### config.mk
export PLATFORM = sky130hd
export DESIGN_NAME = serial_link_tx_framing
export DESIGN_NICKNAME = d
export VERILOG_FILES = /design/src/core/serial_link_tx_framing.v
export VERILOG_INCLUDE_DIRS = /design/src /design/src/core
export SDC_FILE = /design/constraint.sdc
export NUM_CORES = 1
export LEC_CHECK = 0
export BUFFER_PORTS_ARGS = -buffer_cell sky130_fd_sc_hd__buf_4
export CAP_MARGIN = 15
export CORE_UTILIZATION = 55
export DETAILED_ROUTE_END_ITERATION = 10
export PLACE_DENSITY_LB_ADDON = 0.3
export SYNTH_ARGS = -nofsm -noshare
export SYNTH_HDL_FRONTEND = slang
export SYNTH_SLANG_ARGS = --single-unit
### constraint.sdc
create_clock -name clk_i -period 15.9 [get_ports clk_i]
set_input_delay 0.795 -clock clk_i [delete_from_list [all_inputs] [get_ports clk_i]]
set_output_delay 0.795 -clock clk_i [all_outputs]
set_load 0.05 [all_outputs]
### src/core/link_tx_defs.vh
// Constants for the transmit framing block of the serial converter link.
`ifndef LINK_TX_DEFS_VH
`define LINK_TX_DEFS_VH
`define MODE_F0          9'd2
`define MODE_K0          9'd32
`define MODE_F1          9'd4
`define MODE_K1          9'd16
`define MODE_F2          9'd8
`define MODE_K2          9'd32
`define MODE_F3          9'd1
`define MODE_K3          9'd32
`define K_MIN_NUM        18'd17
`define K_MAX_DIV        18'd1024
`define K_MAX_ABS        18'd256
`define ST_CGS           2'h0
`define ST_WAIT          2'h1
`define ST_ILAS          2'h2
`define ST_DATA          2'h3
`define ILAS_MF_LAST     2'h3
`define CHAR_K28_0       8'h1c
`define CHAR_K28_3       8'h7c
`define CHAR_K28_4       8'h9c
`define CHAR_K28_5       8'hbc
`define ILAS_POS_Q       18'h00001
`define ILAS_POS_F       18'h00002
`define ILAS_POS_K       18'h00003
`define ILAS_POS_CFG     18'h00004
`define SCR8_SEED        15'h7fff
`define SCR64_SEED       58'h3ffffffffffffff
`define SYNC_HDR_DATA    2'h1
`define BLOCK_LAST_OCTET 3'h7
`define FEAT_FEC         1'b1
`define FEAT_CRC3        1'b0
`define FEAT_CMD_CHAN    1'b0
`define FEAT_LINK_80     1'b0
`define FEAT_SUBCLASS    2'h1
`define FEAT_SYNC_PIN    1'b1
`define FEAT_LANE_ALIGN  1'b1
`define FEAT_MULTIREF    1'b0
`endif

### src/core/serial_link_tx_framing.v
// Transmit framing, scrambling, line coding and multiframe timing for two serial lanes.
`timescale 1ns/1ps
`include "link_tx_defs.vh"

// Notes on behaviour
// - Forward error correction is declared supported; the 64b/80b layer is absent.
// - No command channel is carried in the 64b/66b sync headers.
// - No CRC3 is generated in 64b/66b mode.
// - A physical active-low sync input is accepted in 8b/10b mode, level sensitive.
// - Operates as subclass 1 only, still usable with a subclass 0 receiver.
// - All lanes of one link align together; no multipoint reference alignment.
// - Samples are packed into octets, F octets per frame, frames spread over lanes.
// - Each 12-bit sample travels in a 16-bit container, one per lane every second cycle.
// - One mode select input picks the whole transport parameter set.
// - Frames form multiframes in 8b/10b, blocks and multiblocks in 64b/66b.
// - Scrambling is optional in 8b/10b and always on in 64b/66b.
// - The scramble enable input acts only in 8b/10b modes.
// - Octets are scrambled before 10-bit coding, blocks before the sync header.
// - The alignment sequence is never scrambled.
// - Separate scrambler polynomials are used for the two coding schemes.
// - Octets become DC-balanced 10-bit characters using running disparity.
// - K must lie between ceil(17/F) and min(256, floor(1024/F)).
// - A SYSREF rising edge resets the multiframe counter to phase zero.
// - The multiframe period is F times K characters, one character per clock.
// - While sync is low in 8b/10b mode every lane sends K28.5 commas; 64b/66b mode ignores sync.
// - After sync release an alignment sequence of four multiframes is sent.
// - Each scrambled 64-bit block gets a 2-bit sync header, making 66 bits.
module serial_link_tx_framing (
  // Clock and reset
  input  wire         clk_i,
  input  wire         nrst_i,
  // Configuration
  input  wire [1:0]   transport_mode_select_i,
  input  wire         scramble_enable_i,
  // Timing reference and handshake pins
  input  wire         sysref_i,
  input  wire         sync_n_i,
  // Sample stream, one 16-bit container per lane
  input  wire [31:0]  sample_i,
  output wire         sample_ready_o,
  // 8b/10b characters, ten bits per lane
  output wire [19:0]  char_o,
  output wire         char_valid_o,
  // 64b/66b blocks, 66 bits per lane
  output wire [131:0] block_o,
  output wire         block_valid_o,
  // Status
  output wire         lmfc_edge_o,
  output wire [1:0]   link_state_o,
  output wire         config_error_o,
  output wire         enc64_o,
  // Declared features
  output wire         feature_fec_o,
  output wire         feature_crc3_o,
  output wire         feature_cmd_chan_o,
  output wire         feature_link_80_o,
  output wire [1:0]   feature_subclass_o,
  output wire         feature_sync_pin_o,
  output wire         feature_lane_align_o,
  output wire         feature_multiref_o
);

  reg         sysref_meta_reg;
  reg         sysref_sync_reg;
  reg         sysref_prev_reg;
  reg         sync_meta_reg;
  reg         sync_n_reg;
  reg  [17:0] mf_cnt_reg;
  reg  [17:0] mf_cnt_next;
  reg  [1:0]  state_reg;
  reg  [1:0]  state_next;
  reg  [1:0]  ilas_mf_reg;
  reg  [1:0]  ilas_mf_next;
  reg         byte_sel_reg;
  reg  [15:0] hold_reg;
  reg         lmfc_edge_reg;
  reg         cfg_err_reg;
  reg         enc64_reg;
  reg         char_valid_reg;
  reg         block_valid_reg;
  reg  [8:0]  f_val;
  reg  [8:0]  k_val;
  reg         enc64;
  reg  [17:0] k_lo;
  reg  [17:0] k_hi;
  reg         cfg_bad;
  reg  [7:0]  ilas_oct;
  reg         ilas_k;
  wire [17:0] fk;
  wire        sysref_edge;
  wire        lmfc_last;
  wire        scr_on;
  wire        block_last;

  // Scrambler with taps 15 and 14, octet processed most significant bit first.
  function [22:0] scr8;
    input [14:0] s;
    input [7:0]  d;
    integer      i;
    reg   [14:0] st;
    reg   [7:0]  o;
    begin
      st = s;
      o = 8'h00;
      for (i = 7; i >= 0; i = i - 1) begin
        o[i] = d[i] ^ st[14] ^ st[13];
        st = {st[13:0], o[i]};
      end
      scr8 = {st, o};
    end
  endfunction

  // Scrambler with taps 58 and 39 over a whole 64-bit block.
  function [121:0] scr64;
    input [57:0] s;
    input [63:0] d;
    integer      i;
    reg   [57:0] st;
    reg   [63:0] o;
    begin
      st = s;
      o = 64'h0;
      for (i = 63; i >= 0; i = i - 1) begin
        o[i] = d[i] ^ st[57] ^ st[38];
        st = {st[56:0], o[i]};
      end
      scr64 = {st, o};
    end
  endfunction

  // Encodes one octet to ten bits abcdeifghj and returns the new running disparity on top.
  function [10:0] enc;
    input [7:0] d;
    input       kf;
    input       rd;
    reg   [5:0] b6;
    reg   [3:0] b4;
    reg   [4:0] x;
    reg   [2:0] y;
    reg   [2:0] n6;
    reg         rdm;
    reg         unbal4;
    begin
      x = d[4:0];
      y = d[7:5];
      case (x)
        5'd0:  b6 = 6'b100111;
        5'd1:  b6 = 6'b011101;
        5'd2:  b6 = 6'b101101;
        5'd3:  b6 = 6'b110001;
        5'd4:  b6 = 6'b110101;
        5'd5:  b6 = 6'b101001;
        5'd6:  b6 = 6'b011001;
        5'd7:  b6 = 6'b111000;
        5'd8:  b6 = 6'b111001;
        5'd9:  b6 = 6'b100101;
        5'd10: b6 = 6'b010101;
        5'd11: b6 = 6'b110100;
        5'd12: b6 = 6'b001101;
        5'd13: b6 = 6'b101100;
        5'd14: b6 = 6'b011100;
        5'd15: b6 = 6'b010111;
        5'd16: b6 = 6'b011011;
        5'd17: b6 = 6'b100011;
        5'd18: b6 = 6'b010011;
        5'd19: b6 = 6'b110010;
        5'd20: b6 = 6'b001011;
        5'd21: b6 = 6'b101010;
        5'd22: b6 = 6'b011010;
        5'd23: b6 = 6'b111010;
        5'd24: b6 = 6'b110011;
        5'd25: b6 = 6'b100110;
        5'd26: b6 = 6'b010110;
        5'd27: b6 = 6'b110110;
        5'd28: b6 = 6'b001110;
        5'd29: b6 = 6'b101110;
        5'd30: b6 = 6'b011110;
        default: b6 = 6'b101011;
      endcase
      if (kf) begin
        b6 = 6'b001111;
      end
      n6 = b6[5] + b6[4] + b6[3] + b6[2] + b6[1] + b6[0];
      if (rd && ((n6 != 3'd3) || (x == 5'd7))) begin
        b6 = ~b6;
      end
      rdm = (n6 != 3'd3) ? ~rd : rd;
      case (y)
        3'd0:    b4 = 4'b1011;
        3'd1:    b4 = 4'b1001;
        3'd2:    b4 = 4'b0101;
        3'd3:    b4 = 4'b1100;
        3'd4:    b4 = 4'b1101;
        3'd5:    b4 = 4'b1010;
        3'd6:    b4 = 4'b0110;
        default: b4 = 4'b1110;
      endcase
      if (!kf && (y == 3'd7) && ((!rdm && ((x == 5'd17) || (x == 5'd18) || (x == 5'd20))) ||
          (rdm && ((x == 5'd11) || (x == 5'd13) || (x == 5'd14))))) begin
        b4 = 4'b0111;
      end
      unbal4 = (y == 3'd0) || (y == 3'd4) || (y == 3'd7);
      if (rdm && (unbal4 || (y == 3'd3))) begin
        b4 = ~b4;
      end else if (kf && !rdm && !unbal4 && (y != 3'd3)) begin
        b4 = ~b4;
      end
      enc = {(unbal4 ? ~rdm : rdm), b6, b4};
    end
  endfunction

  // Transport parameter sets chosen by the mode select input.
  always @* begin
    enc64 = 1'b0;
    case (transport_mode_select_i)
      2'h1: begin
        f_val = `MODE_F1;
        k_val = `MODE_K1;
      end
      2'h2: begin
        f_val = `MODE_F2;
        k_val = `MODE_K2;
        enc64 = 1'b1;
      end
      2'h3: begin
        f_val = `MODE_F3;
        k_val = `MODE_K3;
      end
      default: begin
        f_val = `MODE_F0;
        k_val = `MODE_K0;
      end
    endcase
    k_lo = (`K_MIN_NUM + {9'h0, f_val} - 18'd1) / {9'h0, f_val};
    k_hi = `K_MAX_DIV / {9'h0, f_val};
    if (k_hi > `K_MAX_ABS) begin
      k_hi = `K_MAX_ABS;
    end
    cfg_bad = ({9'h0, k_val} < k_lo) || ({9'h0, k_val} > k_hi);
  end

  assign fk          = f_val * k_val;
  assign sysref_edge = sysref_sync_reg & ~sysref_prev_reg;
  assign lmfc_last   = (mf_cnt_reg == fk - 18'd1);
  assign scr_on      = enc64 | scramble_enable_i;
  assign block_last  = (mf_cnt_reg[2:0] == `BLOCK_LAST_OCTET);

  // Multiframe counter and link state sequencing.
  always @* begin
    mf_cnt_next = lmfc_last ? 18'h0 : mf_cnt_reg + 18'd1;
    if (sysref_edge) begin
      mf_cnt_next = 18'h0;
    end
    state_next = state_reg;
    ilas_mf_next = ilas_mf_reg;
    case (state_reg)
      `ST_CGS: begin
        state_next = `ST_WAIT;
      end
      `ST_WAIT: begin
        if (lmfc_last) begin
          state_next = `ST_ILAS;
          ilas_mf_next = 2'h0;
        end
      end
      `ST_ILAS: begin
        if (lmfc_last) begin
          ilas_mf_next = ilas_mf_reg + 2'h1;
          if (ilas_mf_reg == `ILAS_MF_LAST) begin
            state_next = `ST_DATA;
          end
        end
      end
      `ST_DATA: begin
        state_next = `ST_DATA;
      end
      default: begin
        state_next = `ST_CGS;
      end
    endcase
    if (enc64) begin
      state_next = `ST_DATA;
    end else if (!sync_n_reg) begin
      state_next = `ST_CGS;
    end
  end

  // Alignment sequence content shared by all lanes, R and A mark each multiframe.
  always @* begin
    ilas_oct = mf_cnt_reg[7:0];
    ilas_k = 1'b0;
    if (mf_cnt_reg == 18'h0) begin
      ilas_oct = `CHAR_K28_0;
      ilas_k = 1'b1;
    end else if (lmfc_last) begin
      ilas_oct = `CHAR_K28_3;
      ilas_k = 1'b1;
    end else if (ilas_mf_reg == 2'h1) begin
      if (mf_cnt_reg == `ILAS_POS_Q) begin
        ilas_oct = `CHAR_K28_4;
        ilas_k = 1'b1;
      end else if (mf_cnt_reg == `ILAS_POS_F) begin
        ilas_oct = f_val[7:0] - 8'h01;
      end else if (mf_cnt_reg == `ILAS_POS_K) begin
        ilas_oct = k_val[7:0] - 8'h01;
      end else if (mf_cnt_reg == `ILAS_POS_CFG) begin
        ilas_oct = {scramble_enable_i, 5'h00, enc64, 1'b1};
      end
    end
  end

  // SYSREF and sync pins pass two flip-flops before use; shared control registers.
  always @(posedge clk_i or negedge nrst_i) begin
    if (!nrst_i) begin
      sysref_meta_reg <= 1'b0;
      sysref_sync_reg <= 1'b0;
      sysref_prev_reg <= 1'b0;
      sync_meta_reg <= 1'b0;
      sync_n_reg <= 1'b0;
      mf_cnt_reg <= 18'h0;
      state_reg <= `ST_CGS;
      ilas_mf_reg <= 2'h0;
      byte_sel_reg <= 1'b0;
      hold_reg <= 16'h0;
      lmfc_edge_reg <= 1'b0;
      cfg_err_reg <= 1'b0;
      enc64_reg <= 1'b0;
      char_valid_reg <= 1'b0;
      block_valid_reg <= 1'b0;
    end else begin
      sysref_meta_reg <= sysref_i;
      sysref_sync_reg <= sysref_meta_reg;
      sysref_prev_reg <= sysref_sync_reg;
      sync_meta_reg <= sync_n_i;
      sync_n_reg <= sync_meta_reg;
      mf_cnt_reg <= mf_cnt_next;
      state_reg <= state_next;
      ilas_mf_reg <= ilas_mf_next;
      byte_sel_reg <= (state_reg == `ST_DATA) ? ~byte_sel_reg : 1'b0;
      if (sample_ready_o) begin
        hold_reg <= {sample_i[23:16], sample_i[7:0]};
      end
      lmfc_edge_reg <= lmfc_last;
      cfg_err_reg <= cfg_bad;
      enc64_reg <= enc64;
      char_valid_reg <= ~enc64;
      block_valid_reg <= enc64 & block_last;
    end
  end

  // Per-lane octet packing, scrambling, 8b/10b coding and 64b/66b blocking.
  genvar g;
  generate
    for (g = 0; g < 2; g = g + 1) begin : lane
      reg  [14:0]  s8_reg;
      reg  [57:0]  s64_reg;
      reg  [55:0]  blk_reg;
      reg          rd_reg;
      reg  [9:0]   code_reg;
      reg  [65:0]  out66_reg;
      reg  [7:0]   oct;
      reg          kch;
      wire [7:0]   raw;
      wire [22:0]  s8_res;
      wire [121:0] s64_res;
      wire [10:0]  enc_res;

      assign raw = byte_sel_reg ? hold_reg[g*8 +: 8] : sample_i[g*16+8 +: 8];
      assign s8_res = scr8(s8_reg, raw);
      assign s64_res = scr64(s64_reg, {blk_reg, raw});
      assign enc_res = enc(oct, kch, rd_reg);

      always @* begin
        oct = raw;
        kch = 1'b0;
        case (state_reg)
          `ST_ILAS: begin
            oct = ilas_oct;
            kch = ilas_k;
          end
          `ST_DATA: begin
            oct = scr_on ? s8_res[7:0] : raw;
          end
          default: begin
            oct = `CHAR_K28_5;
            kch = 1'b1;
          end
        endcase
      end

      always @(posedge clk_i or negedge nrst_i) begin
        if (!nrst_i) begin
          s8_reg <= `SCR8_SEED;
          s64_reg <= `SCR64_SEED;
          blk_reg <= 56'h0;
          rd_reg <= 1'b0;
          code_reg <= 10'h0;
          out66_reg <= 66'h0;
        end else begin
          if (!enc64) begin
            code_reg <= enc_res[9:0];
            rd_reg <= enc_res[10];
            if ((state_reg == `ST_DATA) && scramble_enable_i) begin
              s8_reg <= s8_res[22:8];
            end
          end else begin
            blk_reg <= {blk_reg[47:0], raw};
            if (block_last) begin
              s64_reg <= s64_res[121:64];
              out66_reg <= {`SYNC_HDR_DATA, s64_res[63:0]};
            end
          end
        end
      end

      assign char_o[g*10 +: 10] = code_reg;
      assign block_o[g*66 +: 66] = out66_reg;
    end
  endgenerate

  assign sample_ready_o       = (state_reg == `ST_DATA) & ~byte_sel_reg;
  assign char_valid_o         = char_valid_reg;
  assign block_valid_o        = block_valid_reg;
  assign lmfc_edge_o          = lmfc_edge_reg;
  assign link_state_o         = state_reg;
  assign config_error_o       = cfg_err_reg;
  assign enc64_o              = enc64_reg;
  assign feature_fec_o        = `FEAT_FEC;
  assign feature_crc3_o       = `FEAT_CRC3;
  assign feature_cmd_chan_o   = `FEAT_CMD_CHAN;
  assign feature_link_80_o    = `FEAT_LINK_80;
  assign feature_subclass_o   = `FEAT_SUBCLASS;
  assign feature_sync_pin_o   = `FEAT_SYNC_PIN;
  assign feature_lane_align_o = `FEAT_LANE_ALIGN;
  assign feature_multiref_o   = `FEAT_MULTIREF;

endmodule

==> flow_metrics.env, run 1 <==
export IMPL_run_status="complete, no violations"
export IMPL_timing_final_crit_period_ns=7.71
export IMPL_post_route_cells_drive_above_1_share=0.276
export IMPL_synthFlopType="dfrtp_1"
export IMPL_cts_root_buf="clkbuf_16"
export IMPL_post_layout_cell_count=2681
export IMPL_grt_overflow_total=0
export IMPL_grt_antenna_before_repair=0
export IMPL_peakVddDrop_mv=0.150
export IMPL_worstSetupPathType="reg -> reg"
export IMPL_worst_path_max_fanout=7
export IMPL_drcViolationCount=0
export IMPL_grt_usage=0.272
export IMPL_tritoncts="yes"
export IMPL_async_reset_ff_frac=1.00
export IMPL_cts_clk_slew_worst_paths_ns=0.06
export IMPL_maximum_number_of_pins_on_one_net_before_global_route_repair=186
export IMPL_placedCellCount=2590
export IMPL_final_max_slew_viol_count=0
export IMPL_clk_path_buf_depth=3
export IMPL_fp_dieArea_sq_um=41300
export IMPL_tritoncts_num_buffers=48
export IMPL_wl_um=55000
export IMPL_min_path_type="in -> async"
export IMPL_ant_nets=0
export IMPL_grt_pass1_wl_um=86900
export IMPL_drtPass1Iterations=5
export IMPL_synth_seq_area_share=0.523
export IMPL_nets=2193
export IMPL_routedWlPerCell_um=20.5
export IMPL_setup_viol=0
export IMPL_cp_data_required_time_ns=16.41
export IMPL_timing_max_cap_violations=0
export IMPL_grt_setup_unrepaired="false"
export IMPL_die_w_um=203
export IMPL_postCtsResizedCells=0
export IMPL_post_cts_setup_buffer_count=0
export IMPL_synthesis_yosys_warnings=0
export IMPL_timing_hold_violations_final=0
export IMPL_place_detailed_hpwl_um=39900
export IMPL_tns_ns=0
export IMPL_syn_instance_count=1945
export IMPL_core_region_area_sq_um=39800
export IMPL_cts_hold_buffers=0
export IMPL_netlist_area_sq_um=22300
export IMPL_min_period_over_period=0.485
export IMPL_die_h_um=203
export IMPL_fp_row_count=73
export IMPL_cts_sinks=458
export IMPL_port_buffers=196
export IMPL_grt_pass1_vias=15331
export IMPL_timing_fmax_ghz=0.130
export IMPL_tightest_slew_ns=1.11
export IMPL_syn2layout_area_growth_pct=15.6
export IMPL_drt_iter0_markers=1110
export IMPL_number_of_flip_flops_under_the_largest_register_name=129
export IMPL_ys_types=77
export IMPL_diodes=0
export IMPL_routabilityCongestion=0.938
export IMPL_vias_per_instance=5.65
export IMPL_total_leakage_power_nw=12.5
export IMPL_synthesis_area_per_instance_sq_um=11.5
export IMPL_finalClockSkew_ns=0.0136
export IMPL_timing_max_slew_rel_slack=0.260
export IMPL_start_util=0.559
export IMPL_crit_path_start_kind="flop"
export IMPL_reg2reg_slack_ns=8.19
export IMPL_htreeDepth=2
export IMPL_power_density_nw_per_um2=246
export IMPL_cp_data_arrival_time_ns=8.22
export IMPL_boundary_pins=208
export IMPL_dr_total_vias=15147
export IMPL_worst_skew_pair_late_latency_ns=0.59
export IMPL_endpoint_kind="flop"
export IMPL_ys_seq_elements=458
export IMPL_n_fill_cell=3126
export IMPL_synth_edf_count=0
==> through the flow <==
step / area, sq um / worst slack [ns] / power, W / util / hold slack, ns
floorplan: 22300 / 8.78 / 0.00434 / - / 0.331
global route: 25800 / 7.82 / 0.00669 / 0.647 / 0.311
CTS: 25700 / 8.29 / 0.00638 / 0.646 / 0.283
global placement: 24100 / 8.14 / 0.00514 / 0.606 / 0.334
detailed placement: 24100 / 7.89 / 0.00521 / 0.606 / 0.336
finish: 25800 / 8.19 / 0.00635 / 0.647 / 0.271
==> logic make-up after synthesis <==
logic type	count (synthesis)	share of synthesized area
flip-flops	458	0.523
AND/OR/NAND/NOR	384	0.0788
XOR/XNOR	334	0.131
buffers and inverters	138	0.0271
multiplexers	152	0.0756
other	2	0.000337
AO/OA/AOI/OAI	438	0.140
adder cells (fa/ha/maj)	39	0.0238
==> layout make-up <==
cell class / instances / area (sq um) / area share
Sequential cell: 458 / 11600 / 0.452
Inverter: 34 / 128 / 0.00496
Tap cell: 525 / 657 / 0.0255
Multi-Input combinational cell: 1358 / 10100 / 0.391
Clock inverter: 16 / 165 / 0.00641
Clock buffer: 74 / 1440 / 0.0559
Timing Repair Buffer: 216 / 1640 / 0.0638
==> layer usage <==
layer / vias to the layer above / global-route usage / wire (um) / share of wire
met5: - / 0 / 0 / 0
met4: 0 / 0.0857 / 1390 / 0.025
met3: 86 / 0.0428 / 2720 / 0.049
met2: 422 / 0.436 / 26200 / 0.48
met1: 7648 / 0.380 / 24700 / 0.45
li1: 6991 / - / - / -
==> worst paths after layout <==
path,endpoint,from,depth (start not counted)
min in group clk_i,sysref_meta_reg$_DFF_PN0_,sysref_i,1
setup / recovery,lane[0].code_reg[0]$_DFFE_PN0N_,mf_cnt_reg[0]$_DFF_PN0_,24
hold / removal,char_valid_o$_DFF_PN0_,nrst_i,1
max in group asynchronous,mf_cnt_reg[0]$_DFF_PN0_,nrst_i,3
setup reg to reg,lane[0].code_reg[0]$_DFFE_PN0N_,mf_cnt_reg[0]$_DFF_PN0_,24
hold reg to reg,sysref_sync_reg$_DFF_PN0_,sysref_meta_reg$_DFF_PN0_,0
==> placed cells by master, fill, tap and decap left out, drive strengths merged, types with 39 or more instances in the layout <==
| cell | netlist | layout |
|---|---|---|
| a21o | 204 | 204 |
| a21oi | 39 | 39 |
| buf | 33 | 216 |
| clkbuf | 71 | 74 |
| dfrtp | 312 | 312 |
| dfstp | 146 | 146 |
| mux2 | 127 | 127 |
| nand2 | 91 | 91 |
| nor2 | 180 | 180 |
| o21ai | 72 | 72 |
| xnor2 | 221 | 221 |
| xor2 | 113 | 113 |
==> report_power, final <==
part           switching, W  internal (W)
Clock              0.000468      0.000673
Sequential         0.000435       0.00176
Combinational       0.00176       0.00125
==> critical path: stages (launching register included) <==
cell	delay (ns)
dfrtp_1	0.46
ha_1	0.31
and3_1	0.33
nand2_1	0.16
nor4_2	0.63
nor2_1	0.16
a22oi_1	0.72
inv_1	0.21
ha_1	0.36
o311ai_0	0.46
nor2b_1	0.16
fa_1	0.55
inv_1	0.05
fa_1	0.49
inv_1	0.05
ha_1	0.20
fa_1	0.49
nand3b_1	0.12
and2_1	0.22
or2_2	0.34
and2_1	0.15
a221o_1	0.32
and3_4	0.18
or3_1	0.34
a31oi_1	0.16
==> synthesized netlist by cell type, types with 14 or more instances <==
cell / number / share of area
a21o_1: 204 / 0.069
dfstp_2: 146 / 0.17
nand3_1: 23 / 0.0052
xor2_1: 113 / 0.044
dfrtp_1: 312 / 0.35
a21oi_1: 39 / 0.0088
buf_4: 14 / 0.0047
nor2_1: 178 / 0.030
xnor2_1: 221 / 0.087
o21ai_0: 66 / 0.015
mux2i_1: 24 / 0.011
o21a_1: 35 / 0.012
clkbuf_1: 70 / 0.012
nor3_1: 18 / 0.0040
inv_1: 34 / 0.0057
mux2_2: 127 / 0.064
nand2_1: 91 / 0.015
ha_1: 32 / 0.018
(Power assumes the default switching activity.)
==> inputs of run 2 (changes only) <==
--- a/config.mk
+++ b/config.mk
@@ -8,7 +8,7 @@
 export LEC_CHECK = 0
 export BUFFER_PORTS_ARGS = -buffer_cell sky130_fd_sc_hd__buf_4
 export CAP_MARGIN = 15
-export CORE_UTILIZATION = 55
+export CORE_UTILIZATION = 54
 export DETAILED_ROUTE_END_ITERATION = 10
 export PLACE_DENSITY_LB_ADDON = 0.3
 export SYNTH_ARGS = -nofsm -noshare
==> constraint.sdc (replaced) <==
create_clock -name clk_i -period 7.05 [get_ports clk_i]
set_input_delay 0.3525 -clock clk_i [delete_from_list [all_inputs] [get_ports clk_i]]
set_output_delay 0.3525 -clock clk_i [all_outputs]
set_load 0.05 [all_outputs]
==> flow_metrics.env, run 2 (same netlist as run 1, synthesis figures left out) <==
export IMPL_syn2layout_area_growth_pct=18.1
export IMPL_layout_commonest_cell="dfrtp_1"
export IMPL_worstSetupPathType="reg -> reg"
export IMPL_run_status="complete, no violations"
export IMPL_boundary_pins=208
export IMPL_maximum_number_of_pins_on_one_net_before_global_route_repair=255
export IMPL_core_region_area_sq_um=40700
export IMPL_timing_fmax_ghz=0.150
export IMPL_wl_um=56400
export IMPL_tritoncts_num_buffers=49
export IMPL_total_leakage_power_nw=12.8
export IMPL_start_util=0.547
export IMPL_worst_skew_pair_late_latency_ns=0.59
export IMPL_die_w_um=205
export IMPL_number_of_flip_flops_under_the_largest_register_name=129
export IMPL_cts_clk_slew_worst_paths_ns=0.06
export IMPL_reg2reg_to="lane[0].code_reg[0]$_DFFE_PN0N_"
export IMPL_grt_setup_unrepaired="false"
export IMPL_most_frequent_cells_in_the_layout="dfrtp_1, buf_4, xnor2_1"
export IMPL_die_h_um=205
export IMPL_routabilityCongestion=0.890
export IMPL_place_area_sq_um=24400
export IMPL_dr_total_vias=15285
export IMPL_drt_iter0_markers=1152
export IMPL_postLayoutCellArea_sq_um=26300
export IMPL_cts_root_buf="clkbuf_16"
export IMPL_hold_start="sample_i[27]"
export IMPL_grt_antenna_before_repair=0
export IMPL_routedWlPerCell_um=20.6
export IMPL_met2_usage=0.437
export IMPL_globalRouteMet3Util=0.0412
export IMPL_power_density_nw_per_um2=553
export IMPL_tightest_slew_ns=1.10
export IMPL_place_detailed_hpwl_um=40800
export IMPL_tritoncts="yes"
export IMPL_fp_dieArea_sq_um=42100
export IMPL_vias_per_instance=5.59
export IMPL_fp_row_count=74
export IMPL_grt_busiest_layer="met2"
export IMPL_fin_total_pwr_w=0.0146
export IMPL_min_path_type="in -> reg"
export IMPL_cts_sinks=458
export IMPL_clk_path_buf_depth=3
export IMPL_finalClockSkew_ns=0.0193
export IMPL_htreeDepth=2
export IMPL_timing_final_crit_period_ns=6.68
export IMPL_grt_pass1_wl_um=87200
export IMPL_cp_data_required_time_ns=7.55
export IMPL_setup_viol=0
export IMPL_reg2regPathDepth=24
export IMPL_grt_util_met1=0.371
export IMPL_nets=2242
export IMPL_ant_nets=0
export IMPL_diodes=0
export IMPL_grt_overflow_total=0
export IMPL_reg2reg_slack_ns=0.37
export IMPL_peakVddDrop_mv=0.316
export IMPL_port_buffers=196
export IMPL_worst_path_max_fanout=7
export IMPL_cell_depth_of_the_worst_min_delay_path=3
export IMPL_timing_max_cap_violations=0
export IMPL_timing_max_slew_rel_slack=0.258
export IMPL_final_max_slew_viol_count=0
export IMPL_grt_pass1_vias=15410
export IMPL_drcViolationCount=0
export IMPL_hold_path_endpoint="lane[1].blk_reg[3]$_DFFE_PN0P_"
export IMPL_cp_data_arrival_time_ns=7.18
export IMPL_endpoint_kind="flop"
export IMPL_drtPass1Iterations=5
export IMPL_timing_hold_violations_final=0
export IMPL_min_period_over_period=0.947
export IMPL_post_route_cells_drive_above_1_share=0.284
export IMPL_critical_path_reg2reg_startpoint="mf_cnt_reg[0]$_DFF_PN0_"
export IMPL_crit_path_start_kind="flop"
export IMPL_grt_usage=0.271
run 2: cell types whose count changed in the layout (fill, tap and decap cells not counted), sizes merged:
cell,delta
buf,+29
bufinv,+1
clkbuf,+1
clkinv,-1
dlygate4sd3,+19
inv,-1
run 2: power breakdown:
group	internal, W	switching (W)	total, W
sequential	0.00397	0.00100	0.00497
combinational	0.00288	0.00406	0.00694
clock	0.00158	0.00107	0.00265
run 2: worst max-delay path by stage:
| stage | slack, ns | start | end | depth (start not counted) |
|---|---|---|---|---|
| after floorplan | 0.37 | transport_mode_select_i[0] | lane[0].code_reg[0]$_DFFE_PN0N_ | 27 |
| after global placement | 0.09 | transport_mode_select_i[0] | lane[0].code_reg[0]$_DFFE_PN0N_ | 26 |
| after detailed placement | -0.05 | transport_mode_select_i[0] | lane[0].code_reg[0]$_DFFE_PN0N_ | 26 |
| after CTS | 0.007 | mf_cnt_reg[8]$_DFF_PN0_ | lane[0].code_reg[0]$_DFFE_PN0N_ | 23 |
| after global routing | 0.02 | mf_cnt_reg[0]$_DFF_PN0_ | lane[0].code_reg[0]$_DFFE_PN0N_ | 24 |
| final | 0.37 | mf_cnt_reg[0]$_DFF_PN0_ | lane[0].code_reg[0]$_DFFE_PN0N_ | 24 |
run 2: final cells by class:
| type | instances | area [sq um] |
|---|---|---|
| clock buffer | 75 | 1460 |
| clock inverter | 15 | 216 |
| fill | 3142 | 14400 |
| inverter | 34 | 128 |
| multi-input combinational | 1358 | 10100 |
| sequential | 458 | 11600 |
| tap | 532 | 666 |
| timing repair buffer | 264 | 2080 |
run 2: worst max-delay path, stage by stage (launching register included):
cell	delay [ns]
dfrtp_1	0.44
ha_1	0.29
and3_1	0.22
nand2_1	0.13
nor4_4	0.46
nor2_1	0.12
a22oi_1	0.31
inv_1	0.14
ha_1	0.35
o311ai_2	0.33
nor2b_1	0.13
fa_1	0.55
inv_1	0.06
fa_1	0.52
inv_1	0.05
ha_1	0.21
fa_1	0.49
nand3b_1	0.12
and2_1	0.21
or2_2	0.34
and2_1	0.15
a221o_1	0.31
and3_4	0.18
or3_1	0.33
a31oi_1	0.15
run 2: stage by stage:
stage	hold slack [ns]	std cells	worst slack (ns)	TNS [ns]	util
2_1_floorplan	0.0569	1954	0.372	0	-
3_3_place_gp	0.339	2625	0.0878	0	0.599
3_5_place_dp	0.336	2626	-0.0534	-0.0534	0.599
4_1_cts	0.192	2735	0.00743	0	0.645
5_1_grt	0.264	2736	0.0182	0	0.646
6_report	0.228	2736	0.375	0	0.646
run 2: per-layer routing:
metal / vias to the layer above / routed length (um) / part of all wire
met5: - / 0 / 0
met1: 7762 / 25100 / 0.44
met4: 0 / 1750 / 0.031
li1: 7073 / - / -
met2: 356 / 26900 / 0.48
met3: 94 / 2650 / 0.047
run 2: repair_timing:
| item | 4_1_cts | 5_1_grt |
|---|---|---|
| setup endpoints to repair | 0 | 8 |
| hold buffers | 19 | 0 |
| setup buffers | 0 | 1 |
| resized for setup | 0 | 5 |
| endpoints found under the hold margin | 93 | 0 |
==> inputs of run 3 (changes only) <==
--- a/config.mk
+++ b/config.mk
@@ -8,7 +8,9 @@
 export LEC_CHECK = 0
 export BUFFER_PORTS_ARGS = -buffer_cell sky130_fd_sc_hd__buf_4
 export CAP_MARGIN = 15
-export CORE_UTILIZATION = 54
+export CELL_PAD_IN_SITES_DETAIL_PLACEMENT = 1
+export CELL_PAD_IN_SITES_GLOBAL_PLACEMENT = 1
+export CORE_UTILIZATION = 48
 export DETAILED_ROUTE_END_ITERATION = 10
 export PLACE_DENSITY_LB_ADDON = 0.3
 export SYNTH_ARGS = -nofsm -noshare
==> constraint.sdc (replaced) <==
create_clock -name clk_i -period 7.08 [get_ports clk_i]
set_input_delay 0.354 -clock clk_i [delete_from_list [all_inputs] [get_ports clk_i]]
set_output_delay 0.354 -clock clk_i [all_outputs]
set_load 0.05 [all_outputs]
==> flow_metrics.env, run 3 (same netlist as run 1, synthesis figures left out) <==
export IMPL_layout_commonest_cell="dfrtp_1"
export IMPL_timing_max_slew_rel_slack=0.254
export IMPL_finalClockSkew_ns=0.0295
export IMPL_placedCellCount=2703
export IMPL_grt_setup_unrepaired="false"
export IMPL_cp_data_required_time_ns=7.60
export IMPL_syn2layout_area_growth_pct=19.2
export IMPL_grt_pass1_wl_um=103000
export IMPL_tritoncts="yes"
export IMPL_ant_nets=0
export IMPL_die_w_um=217
export IMPL_grt_antenna_before_repair=0
export IMPL_grt_usage=0.287
export IMPL_critical_path_slowest_cell="fa_1"
export IMPL_wl_um=66500
export IMPL_cts_clk_slew_worst_paths_ns=0.06
export IMPL_routabilityCongestion=0.895
export IMPL_fp_row_count=78
export IMPL_timing_fmax_ghz=0.149
export IMPL_most_frequent_cells_in_the_layout="dfrtp_1, buf_4, xnor2_1"
export IMPL_core_region_area_sq_um=45600
export IMPL_min_path_type="in -> reg"
export IMPL_dr_total_vias=15724
export IMPL_timing_hold_violations_final=0
export IMPL_min_period_over_period=0.945
export IMPL_cp_data_arrival_time_ns=7.21
export IMPL_timing_max_cap_violations=0
export IMPL_maximum_number_of_pins_on_one_net_before_global_route_repair=158
export IMPL_clk_path_buf_depth=3
export IMPL_finalCoreUtilization=0.582
export IMPL_timing_final_crit_period_ns=6.69
export IMPL_setup_viol=0
export IMPL_worst_skew_pair_late_latency_ns=0.62
export IMPL_routedWlPerCell_um=23.6
export IMPL_power_density_nw_per_um2=565
export IMPL_tritoncts_num_buffers=49
export IMPL_grt_overflow_total=0
export IMPL_die_h_um=217
export IMPL_place_detailed_hpwl_um=47500
export IMPL_drcViolationCount=0
export IMPL_drt_iter0_markers=1078
export IMPL_cp_slowest_stage_delay_ns=0.51
export IMPL_total_leakage_power_nw=12.9
export IMPL_number_of_flip_flops_under_the_largest_register_name=129
export IMPL_start_util=0.489
export IMPL_post_route_cells_drive_above_1_share=0.288
export IMPL_post_layout_cell_count=2817
export IMPL_diodes=0
export IMPL_final_hold_worst_slack_ns=0.124
export IMPL_boundary_pins=208
export IMPL_place_area_sq_um=24500
export IMPL_worst_path_max_fanout=7
export IMPL_cts_sinks=458
export IMPL_run_status="complete, no violations"
export IMPL_fp_dieArea_sq_um=47300
export IMPL_port_buffers=196
export IMPL_tightest_slew_ns=1.11
export IMPL_vias_per_instance=5.58
export IMPL_worstSetupPathType="reg -> reg"
export IMPL_crit_path_start_kind="flop"
export IMPL_peakVddDrop_mv=0.298
export IMPL_postLayoutCellArea_sq_um=26500
export IMPL_endpoint_kind="flop"
export IMPL_drtPass1Iterations=5
export IMPL_htreeDepth=2
export IMPL_cts_root_buf="clkbuf_16"
export IMPL_grt_pass1_vias=17040
export IMPL_crit_path_frequent_cell="inv_1"
export IMPL_final_max_slew_viol_count=0
export IMPL_nets=2253
==> run 3: path summary, 6_finish.rpt <==
kind                                            startpoint                                 to  slack [ns]  cells past startpoint
worst max register to register     mf_cnt_reg[0]$_DFF_PN0_    lane[1].code_reg[0]$_DFFE_PN0N_        0.39                     28
worst max-delay path               mf_cnt_reg[0]$_DFF_PN0_    lane[1].code_reg[0]$_DFFE_PN0N_        0.39                     28
min in group asynchronous                           nrst_i  lane[0].out66_reg[23]$_DFFE_PN0P_        0.36                      2
worst min-delay path            transport_mode_select_i[1]                  enc64_o$_DFF_PN0_        0.12                      2
worst min register to register     sync_meta_reg$_DFF_PN0_               sync_n_reg$_DFF_PN0_        0.35                      0
max in group asynchronous                           nrst_i  lane[1].out66_reg[14]$_DFFE_PN0P_        5.15                      3
==> run 3: worst max-delay path, delay by kind of cell (launching register included) <==
kind            cells  cell delay, ns
simple gates        8            1.94
flops               1            0.46
compound gates      8            1.18
buf+inv             6            0.76
fa+ha+maj           6            2.26
==> run 3: stage by stage <==
stage / setup WS, ns / TNS, ns / power (W)
after floorplan: 0.401 / 0 / 0.00974
after global placement: 0.195 / 0 / 0.0118
after detailed placement: -0.0661 / -0.0661 / 0.0120
after CTS: 0.0713 / 0 / 0.0151
after global routing: 0.00522 / 0 / 0.0157
final: 0.388 / 0 / 0.0150
==> run 3: final cells by class <==
type	count	area, sq um
fill	4716	19000
multi-input combinational	1358	10100
tap	600	751
clock inverter	17	333
inverter	34	128
timing repair buffer	275	2130
clock buffer	75	1460
sequential	458	11600
==> run 3: metal layers <==
layer | up-vias | track usage | part of all wire
met5 | - | 0 | 0
met1 | 8172 | 0.386 | 0.44
met4 | 0 | 0.0998 | 0.032
li1 | 7099 | - | -
met3 | 106 | 0.0375 | 0.037
met2 | 347 | 0.477 | 0.49
==> run 3: timing repair <==
action,CTS,global route
hold buffers,19,0
hold endpoints to repair,78,0
pin swaps,0,2
setup endpoints to repair,1,4
gates resized for setup,1,3
buffers inserted,0,3
==> run 3: power by group <==
part,switching (W),leakage [nW],total (W),internal (W)
Combinational,0.00426,6.60,0.00713,0.00286
Sequential,0.00106,5.39,0.00501,0.00395
Clock,0.00112,0.881,0.00285,0.00173
